--- src/core/dbgbp_pkg.sv ---
// Purpose: Shared constants for the debug breakpoint unit.
// Assumes: One core clock; the execution core drives all requests.
// Notes: Register indices follow the debug register numbering 0 to 7.
// Operation
// - Debug registers are 32 bits wide.
// - Four breakpoint addresses compared against every cycle.
// - Extension off: alias 5/4 reach control/status.
// - Extension on: alias 5/4 access is undefined-opcode.
// - Hit flags set always; exception only if enabled.
// - Guarded register access sets flag 13, faults.
// - Trap flag: step trap after each instruction.
// - Task trap bit set: flag 15, debug exception.
// - Local enables cleared on every task switch.
// - Global enables survive switches, override local.
// - Compatibility bits 8, 9 stored, no effect.
// - Guard bit enables access fault, cleared on debug exception.
// - Two-bit type and size fields per breakpoint.
// - Data, I/O, step, task events trap on 01h.
// - Execution breakpoints, access flag fault on 01h.
// - Opcode CCh traps on vector 03h after execution when no 01h cause shares the cycle.
package dbgbp_pkg;
   // ---------------------------------------------------------------------
   // Register indices and widths.
   // ---------------------------------------------------------------------
   localparam int unsigned DW = 32;
   localparam logic [2:0] IDX_STAT_ALIAS = 3'h4;
   localparam logic [2:0] IDX_CTRL_ALIAS = 3'h5;
   localparam logic [2:0] IDX_STAT = 3'h6;
   localparam logic [2:0] IDX_CTRL = 3'h7;
   localparam logic [31:0] ADDR_RST = 32'h0000_0000;
   localparam logic [31:0] STAT_RST = 32'h0000_0000;
   localparam logic [31:0] CTRL_RST = 32'h0000_0000;
   // ---------------------------------------------------------------------
   // Field positions.
   // ---------------------------------------------------------------------
   localparam int unsigned ST_REG_ACCESS = 13;
   localparam int unsigned ST_SINGLE_STEP = 14;
   localparam int unsigned ST_TASK_SWITCH = 15;
   localparam int unsigned CT_COMPAT_LOCAL = 8;
   localparam int unsigned CT_COMPAT_GLOBAL = 9;
   localparam int unsigned CT_GUARD = 13;
   localparam int unsigned CT_FIELD_BASE = 16;
   localparam int unsigned CT_FIELD_STRIDE = 4;
   localparam int unsigned CR4_DBG_EXT = 3;
   localparam int unsigned FLAGS_TRAP = 8;
   localparam logic [31:0] STAT_WMASK = 32'h0000_E00F;
   localparam logic [31:0] CTRL_WMASK = 32'hFFFF_23FF;
   // ---------------------------------------------------------------------
   // Type codes, vectors and opcodes.
   // ---------------------------------------------------------------------
   localparam logic [1:0] TYPE_EXEC = 2'h0;
   localparam logic [1:0] TYPE_WRITE = 2'h1;
   localparam logic [1:0] TYPE_IO = 2'h2;
   localparam logic [1:0] TYPE_RDWR = 2'h3;
   localparam logic [7:0] VEC_DEBUG = 8'h01;
   localparam logic [7:0] VEC_BREAK = 8'h03;
   localparam logic [7:0] OPC_BREAK = 8'hCC;
endpackage

--- src/core/dbgbp_unit.sv ---
// Purpose: Debug breakpoint registers, matching and exception requests.
// Assumes: All inputs come from core logic on CLK; no synchronisers needed.
// Notes: Exception requests are one-cycle pulses registered off the cause.
`timescale 1ns/1ps
module dbgbp_unit #(
   parameter int unsigned NBP = 4
)(
   // Clock and reset.
   input logic CLK,
   input logic RST_N,
   // Debug register move requests from the decoder.
   input logic REG_WR,
   input logic REG_RD,
   input logic [2:0] REG_IDX,
   input logic [31:0] REG_WDATA,
   output logic [31:0] REG_RDATA,
   output logic REG_RVALID,
   // Architectural state from the core.
   input logic [31:0] CTRL_REG_FOUR,
   input logic [31:0] FLAGS_WORD,
   // Instruction fetch about to execute.
   input logic INSN_VALID,
   input logic [31:0] INSN_LADDR,
   // Instruction retired successfully.
   input logic RETIRE,
   input logic [7:0] RETIRE_OPCODE,
   // Data or I/O cycle.
   input logic DCYC_VALID,
   input logic [31:0] DCYC_ADDR,
   input logic [1:0] DCYC_SIZE,
   input logic DCYC_WRITE,
   input logic DCYC_IO,
   // Task switch.
   input logic TSW,
   input logic TSW_TRAP,
   // Exception requests.
   output logic EXC_VALID,
   output logic [7:0] EXC_VECTOR,
   output logic EXC_FAULT,
   output logic UD_EXC
);

   // ---------------------------------------------------------------------
   // Functions.
   // ---------------------------------------------------------------------

   // Overlap of an access with the size-aligned breakpoint range.
   function automatic logic bp_overlap(input logic [31:0] bp, input logic [1:0] len,
                                       input logic [31:0] a, input logic [1:0] sz);
      logic [32:0] b_lo;
      logic [32:0] b_hi;
      logic [32:0] a_lo;
      logic [32:0] a_hi;
      b_lo = {1'b0, bp & ~{30'h0, len}};
      b_hi = b_lo + {31'h0, len};
      a_lo = {1'b0, a};
      a_hi = a_lo + {31'h0, sz};
      return (a_lo <= b_hi) && (b_lo <= a_hi);
   endfunction

   // Folds the alias indices onto status and control when extensions are off.
   function automatic logic [2:0] map_idx(input logic [2:0] idx);
      logic [2:0] r;
      r = idx;
      if (idx == dbgbp_pkg::IDX_STAT_ALIAS)
      begin
         r = dbgbp_pkg::IDX_STAT;
      end
      else if (idx == dbgbp_pkg::IDX_CTRL_ALIAS)
      begin
         r = dbgbp_pkg::IDX_CTRL;
      end
      return r;
   endfunction

   // ---------------------------------------------------------------------
   // Storage.
   // ---------------------------------------------------------------------
   logic [dbgbp_pkg::DW-1:0] bp_addr_q [NBP];
   logic [31:0] stat_q;
   logic [31:0] ctrl_q;
   logic [31:0] rdata_q;
   logic rvalid_q;
   logic exc_valid_q;
   logic [7:0] exc_vec_q;
   logic exc_fault_q;
   logic ud_q;

   // ---------------------------------------------------------------------
   // Decode of register moves.
   // ---------------------------------------------------------------------
   logic ext_en;
   logic acc_req;
   logic guard_fault;
   logic alias_sel;
   logic ud_hit;
   logic acc_ok;
   logic [2:0] eidx;

   // A guarded move faults first; an alias move with extensions on is undefined.
   always_comb
   begin
      ext_en = CTRL_REG_FOUR[dbgbp_pkg::CR4_DBG_EXT];
      acc_req = REG_WR | REG_RD;
      guard_fault = acc_req & ctrl_q[dbgbp_pkg::CT_GUARD];
      alias_sel = (REG_IDX == dbgbp_pkg::IDX_STAT_ALIAS) || (REG_IDX == dbgbp_pkg::IDX_CTRL_ALIAS);
      ud_hit = acc_req & ~guard_fault & alias_sel & ext_en;
      acc_ok = acc_req & ~guard_fault & ~ud_hit;
      eidx = ext_en ? REG_IDX : map_idx(REG_IDX);
   end

   // ---------------------------------------------------------------------
   // Breakpoint matching.
   // ---------------------------------------------------------------------
   logic [NBP-1:0] ins_hit;
   logic [NBP-1:0] dat_hit;
   logic [NBP-1:0] bp_en;
   logic [1:0] bp_type [NBP];
   logic [1:0] bp_len [NBP];

   // Every breakpoint is compared; enables only gate the exception.
   always_comb
   begin
      for (int i = 0; i < NBP; i++)
      begin
         bp_type[i] = ctrl_q[dbgbp_pkg::CT_FIELD_BASE + i*dbgbp_pkg::CT_FIELD_STRIDE +: 2];
         bp_len[i] = ctrl_q[dbgbp_pkg::CT_FIELD_BASE + i*dbgbp_pkg::CT_FIELD_STRIDE + 2 +: 2];
         bp_en[i] = ctrl_q[2*i] | ctrl_q[2*i+1];
         ins_hit[i] = INSN_VALID && (bp_type[i] == dbgbp_pkg::TYPE_EXEC)
                      && (INSN_LADDR == bp_addr_q[i]);
         dat_hit[i] = 1'b0;
         if (DCYC_VALID && bp_overlap(bp_addr_q[i], bp_len[i], DCYC_ADDR, DCYC_SIZE))
         begin
            case (bp_type[i])
               dbgbp_pkg::TYPE_WRITE: dat_hit[i] = DCYC_WRITE & ~DCYC_IO;
               dbgbp_pkg::TYPE_RDWR: dat_hit[i] = ~DCYC_IO;
               dbgbp_pkg::TYPE_IO: dat_hit[i] = DCYC_IO & ext_en;
               default: dat_hit[i] = 1'b0;
            endcase
         end
      end
   end

   // ---------------------------------------------------------------------
   // Exception causes.
   // ---------------------------------------------------------------------
   logic ins_fault;
   logic dat_trap;
   logic step;
   logic tsw_trap;
   logic brk;
   logic dbg_fault;
   logic dbg_trap;

   // Faults take priority over traps; the breakpoint instruction comes last.
   always_comb
   begin
      ins_fault = |(ins_hit & bp_en);
      dat_trap = |(dat_hit & bp_en);
      step = RETIRE & FLAGS_WORD[dbgbp_pkg::FLAGS_TRAP];
      tsw_trap = TSW & TSW_TRAP;
      brk = RETIRE && (RETIRE_OPCODE == dbgbp_pkg::OPC_BREAK);
      dbg_fault = ins_fault | guard_fault;
      dbg_trap = dat_trap | step | tsw_trap;
   end

   // ---------------------------------------------------------------------
   // Breakpoint address registers.
   // ---------------------------------------------------------------------

   // Written by a permitted move to indices 0 to 3.
   always_ff @(posedge CLK)
   begin
      for (int i = 0; i < NBP; i++)
      begin
         if (!RST_N)
         begin
            bp_addr_q[i] <= dbgbp_pkg::ADDR_RST;
         end
         else if (REG_WR && acc_ok && (eidx == 3'(i)))
         begin
            bp_addr_q[i] <= REG_WDATA;
         end
      end
   end

   // ---------------------------------------------------------------------
   // Status register.
   // ---------------------------------------------------------------------
   logic [31:0] stat_d;
   logic [31:0] stat_set;

   // Hardware sets win over a software write in the same cycle.
   always_comb
   begin
      stat_set = 32'h0000_0000;
      stat_set[NBP-1:0] = ins_hit | dat_hit;
      stat_set[dbgbp_pkg::ST_REG_ACCESS] = guard_fault;
      stat_set[dbgbp_pkg::ST_SINGLE_STEP] = step;
      stat_set[dbgbp_pkg::ST_TASK_SWITCH] = tsw_trap;
      stat_d = stat_q;
      if (REG_WR && acc_ok && (eidx == dbgbp_pkg::IDX_STAT))
      begin
         stat_d = REG_WDATA & dbgbp_pkg::STAT_WMASK;
      end
      stat_d = stat_d | stat_set;
   end

   // Status state update.
   always_ff @(posedge CLK)
   begin
      if (!RST_N)
      begin
         stat_q <= dbgbp_pkg::STAT_RST;
      end
      else
      begin
         stat_q <= stat_d;
      end
   end

   // ---------------------------------------------------------------------
   // Control register.
   // ---------------------------------------------------------------------
   logic [31:0] ctrl_d;

   // Software write first, then hardware clears of local enables and guard.
   always_comb
   begin
      ctrl_d = ctrl_q;
      if (REG_WR && acc_ok && (eidx == dbgbp_pkg::IDX_CTRL))
      begin
         ctrl_d = REG_WDATA & dbgbp_pkg::CTRL_WMASK;
      end
      if (TSW)
      begin
         for (int i = 0; i < NBP; i++)
         begin
            ctrl_d[2*i] = 1'b0;
         end
      end
      if (dbg_fault | dbg_trap)
      begin
         ctrl_d[dbgbp_pkg::CT_GUARD] = 1'b0;
      end
   end

   // Control state update.
   always_ff @(posedge CLK)
   begin
      if (!RST_N)
      begin
         ctrl_q <= dbgbp_pkg::CTRL_RST;
      end
      else
      begin
         ctrl_q <= ctrl_d;
      end
   end

   // ---------------------------------------------------------------------
   // Read path.
   // ---------------------------------------------------------------------

   // A permitted read answers on the next edge with the register value.
   always_ff @(posedge CLK)
   begin
      if (!RST_N)
      begin
         rdata_q <= 32'h0000_0000;
         rvalid_q <= 1'b0;
      end
      else
      begin
         rvalid_q <= REG_RD & acc_ok;
         if (REG_RD && acc_ok)
         begin
            case (eidx)
               dbgbp_pkg::IDX_STAT: rdata_q <= stat_q;
               dbgbp_pkg::IDX_CTRL: rdata_q <= ctrl_q;
               default: rdata_q <= (eidx < 3'(NBP)) ? bp_addr_q[eidx[1:0]] : 32'h0000_0000;
            endcase
         end
      end
   end

   // ---------------------------------------------------------------------
   // Exception outputs.
   // ---------------------------------------------------------------------

   // One request per cycle, registered, with vector and fault/trap class.
   always_ff @(posedge CLK)
   begin
      if (!RST_N)
      begin
         exc_valid_q <= 1'b0;
         exc_vec_q <= 8'h00;
         exc_fault_q <= 1'b0;
         ud_q <= 1'b0;
      end
      else
      begin
         ud_q <= ud_hit;
         exc_valid_q <= dbg_fault | dbg_trap | brk;
         exc_fault_q <= dbg_fault;
         if (dbg_fault | dbg_trap)
         begin
            exc_vec_q <= dbgbp_pkg::VEC_DEBUG;
         end
         else if (brk)
         begin
            exc_vec_q <= dbgbp_pkg::VEC_BREAK;
         end
      end
   end

   // Output drive.
   assign REG_RDATA = rdata_q;
   assign REG_RVALID = rvalid_q;
   assign EXC_VALID = exc_valid_q;
   assign EXC_VECTOR = exc_vec_q;
   assign EXC_FAULT = exc_fault_q;
   assign UD_EXC = ud_q;

endmodule

--- config.mk ---
export PLATFORM = sky130hd
export DESIGN_NAME = dbgbp_unit
export DESIGN_NICKNAME = d
export VERILOG_FILES = /design/src/core/dbgbp_pkg.sv /design/src/core/dbgbp_unit.sv
export SDC_FILE = /design/constraint.sdc
export NUM_CORES = 1
export LEC_CHECK = 0
export ABC_AREA = 1
export BUFFER_PORTS_ARGS = -buffer_cell sky130_fd_sc_hd__buf_4
export CAP_MARGIN = 15
export CORE_MARGIN = 4
export CORE_UTILIZATION = 25
export CTS_CLUSTER_SIZE = 30
export DETAILED_ROUTE_END_ITERATION = 10
export GPL_TIMING_DRIVEN = 0
export PLACE_DENSITY = 0.41
export SKIP_CTS_REPAIR_TIMING = 1
export SYNTH_ARGS = -nofsm -noshare
export SYNTH_HDL_FRONTEND = slang
export SYNTH_SLANG_ARGS = --single-unit
--- constraint.sdc ---
create_clock -name CLK -period 4.1 [get_ports CLK]
set_clock_uncertainty 0.15 [all_clocks]
set_input_delay 0.205 -clock CLK [delete_from_list [all_inputs] [get_ports CLK]]
set_output_delay 0.205 -clock CLK [all_outputs]
set_load 0.03 [all_outputs]
==> summary.txt <==
Timing
  – Maximum clock rate: about 250 MHz
  – Min setup slack post-route: approximately 86 ps
  – Slew @ Worst Pin: between 1000 and 1500 ps
  – Final period util: 0.979
  – Final Critical Period: about 4000 ps
  – Fin Hold WS: -27.5 ps
  – Final Max Tran Viols: 0
  – Hold violation total from the final report: 8
  – Relative slew margins: 0.322
  – Final setup vio count: 0

Yosys
  – Yosys reg bits: 200
  – Synthesized area: roughly 19000 sq um
  – EDFF count, synth: approximately 130
  – Distinct cells, synth: 53
  – Post-Syn Area per Cell: between 7 and 8 sq um
  – Most used flip-flop cell after synthesis: edfxtp_1
  – Synthesized instance count: 2636
  – Total of warnings raised by yosys: 0
  – Post-synthesis sequential area ratio: 0.281
  – Asr flop ratio synth: 0

Setup path
  – CP max FO: 5
  – R2R setup slack: roughly 560 ps
  – Worst EP arrival: approximately 4300 ps
  – Crit. End Element: register
  – Critical path data required time: around 4300 ps
  – R2R cell count: 16
  – Setup CP Type: primary input to register
  – Startpoint Class: primary input

Power
  – LEAKAGE: between 10 and 15 nW
  – Peak VDD IR: approximately 0.25 mV
  – P per Cell Area: roughly 280 nW/um^2

Placement
  – GPL Wtd Cong: roughly 1.0
  – Port bufs: between 150 and 200
  – Hpwl dp: slightly above 90000 um
  – Pre-CTS setup slack: -1410 ps

Detailed routing
  – Drc violations: 0
  – DR iter-0 viols: around 2000
  – Wire per inst: approximately 29 um
  – Drt pass-1 iters: 5
  – Final ANT Viol Nets: 0
  – Post-Route WL: approximately 110000 um
  – Via density: roughly 5.1
  – Via count: around 20000

Global routing
  – Initial antenna violation count: 4
  – Largest net degree at the start of global routing: 22
  – GRT Overall Usage: 0.272
  – Vias in the first global route: 18731
  – Global route total overflow: 0
  – First-pass GRT wire length: roughly 150000 um

Die
  – I/O pin cnt: around 230
  – Die ar.: approximately 80000 sq um
  – Die Width: between 200 and 300 um
  – Core Region: between 70000 and 80000 sq um
  – Initial cell density of the core: 0.253
  – Cell Rows: 100
  – Die Y: about 280 um

Layout
  – Commonest non-fill, non-tap cell in the layout: nand2_1
  – Most frequent cells in the layout: nand2_1 (656), nor2_1 (348), inv_1 (303)
  – Nets: ~3300
  – Filler instances: slightly above 8000
  – Area Overhead vs Synth: 19.1%
  – Layout cells sized above 1: 0.109

Clock network
  – TritonCTS clock tree: yes
  – TritonCTS buffer count: 17
  – TritonCTS Sinks: 200
  – Skew-Pair Late Insertion Delay: 460 ps
  – Root Buffer Master: clkbuf_16
  – Clk pin slew, worst setup/hold paths: about 70 ps
  – CTS H-tree depth: 4
  – Clock buffer depth: 2

Status
  – Failing checks: negative hold slack
  – Outcome: complete, but fails checks

Worst hold path
  – Tightest Hold Check Type: primary input to register
  – Hold Path Stages: 3

Job
  – Max Cap Violations: 0
[layer usage]
layer | global-route usage | vias up | share of wire | routed length, um
met4 | 0.111 | 2 | 0.045 | 5010
li1 | - | 9237 | - | -
met3 | 0.0328 | 148 | 0.061 | 6800
met2 | 0.434 | 836 | 0.45 | 49600
met5 | 0 | - | 0.000063 | 7
met1 | 0.373 | 9444 | 0.45 | 49600
[report_power, final]
group | internal [W] | switching, W | leakage (nW)
sequential | 0.00227 | 0.000309 | 1.82
combinational | 0.000652 | 0.00137 | 8.33
clock | 0.000817 | 0.000873 | 0.283
total | 0.00373 | 0.00256 | 10.4
[worst max-delay path: stages]
cell and delay [ps]:
buf_4 90, ha_1 150, inv_1 50, fa_2 370
nor2_4 160, nand3_4 180, nor3_4 310, nand4_1 250
xor2_2 370, ha_1 310, nand2_2 100, nor2_1 60
nor3_2 310, nand2_1 130, nor2_2 180, nand2_1 140
nand2_1 110, nand2_2 90, nand2_4 140, nand3_2 140
nor2_2 130, nor2_2 60, nand3_1 70, nand2_1 70
nand2_1 70
[Yosys cell counts (14+ instances only)]
library cell | number | area, sq um
dfxtp_1 | 72 | 1440
nor2_4 | 14 | 158
xnor2_1 | 56 | 490
a21oi_1 | 196 | 981
xor2_1 | 65 | 569
o221ai_1 | 22 | 193
ha_1 | 262 | 3280
nand2_1 | 661 | 2480
clkbuf_1 | 40 | 150
nor2_1 | 354 | 1330
a221oi_1 | 14 | 123
o21ai_0 | 111 | 556
nor3_1 | 45 | 225
nor4_1 | 17 | 106
edfxtp_1 | 128 | 3840
inv_1 | 303 | 1140
nand4_1 | 46 | 288
nand3_1 | 88 | 440
[through the flow]
stage               instances   util  TNS (ps)  total power [W]  area (sq um)
finish                   3834  0.301         0          0.00629         22400
global route             3832  0.301     -37.6          0.00657         22400
CTS                      3801  0.294     -5920          0.00624         21900
detailed placement       3769  0.286     -9720          0.00456         21300
global placement         3765  0.285   -328100          0.00454         21200
floorplan                2645      -         0          0.00352         18900
[sequential cells by signal, indices dropped and copies added (netlist names)]
signal / cells
EXC_VALID: 1
UD_EXC: 1
EXC_FAULT: 1
stat_q: 7
bp_addr_q: 128
EXC_VECTOR: 2
REG_RDATA: 32
ctrl_q: 27
REG_RVALID: 1
[logic make-up after synthesis]
group	Yosys count	synth area share
buf+inv	371	0.0762
other cells	1	0.000199
compound gates	408	0.125
simple gates	1272	0.287
flops	200	0.281
fa+ha+maj	263	0.175
xor+xnor	121	0.0562
[worst paths after layout]
path,start,end
min reg2reg,EXC_VECTOR[0],EXC_VECTOR[0]
min,REG_WDATA[22],ctrl_q[22]
max,DCYC_ADDR[0],EXC_VECTOR[0]
max reg2reg,bp_addr_q[2][26],EXC_VECTOR[0]
[layout make-up]
type / count / area (sq um) / share of cell area
Multi-Input combinational cell: 2074 / 12400 / 0.554
Sequential cell: 200 / 5290 / 0.235
Timing Repair Buffer: 186 / 1510 / 0.0671
Tap cell: 969 / 1210 / 0.0540
Inverter: 312 / 1170 / 0.0523
Clock buffer: 18 / 429 / 0.0191
Buffer: 59 / 262 / 0.0116
Clock inverter: 14 / 145 / 0.00647
Antenna cell: 2 / 5.00 / 0.000223
Note: power is estimated with default switching activity, not from simulation.
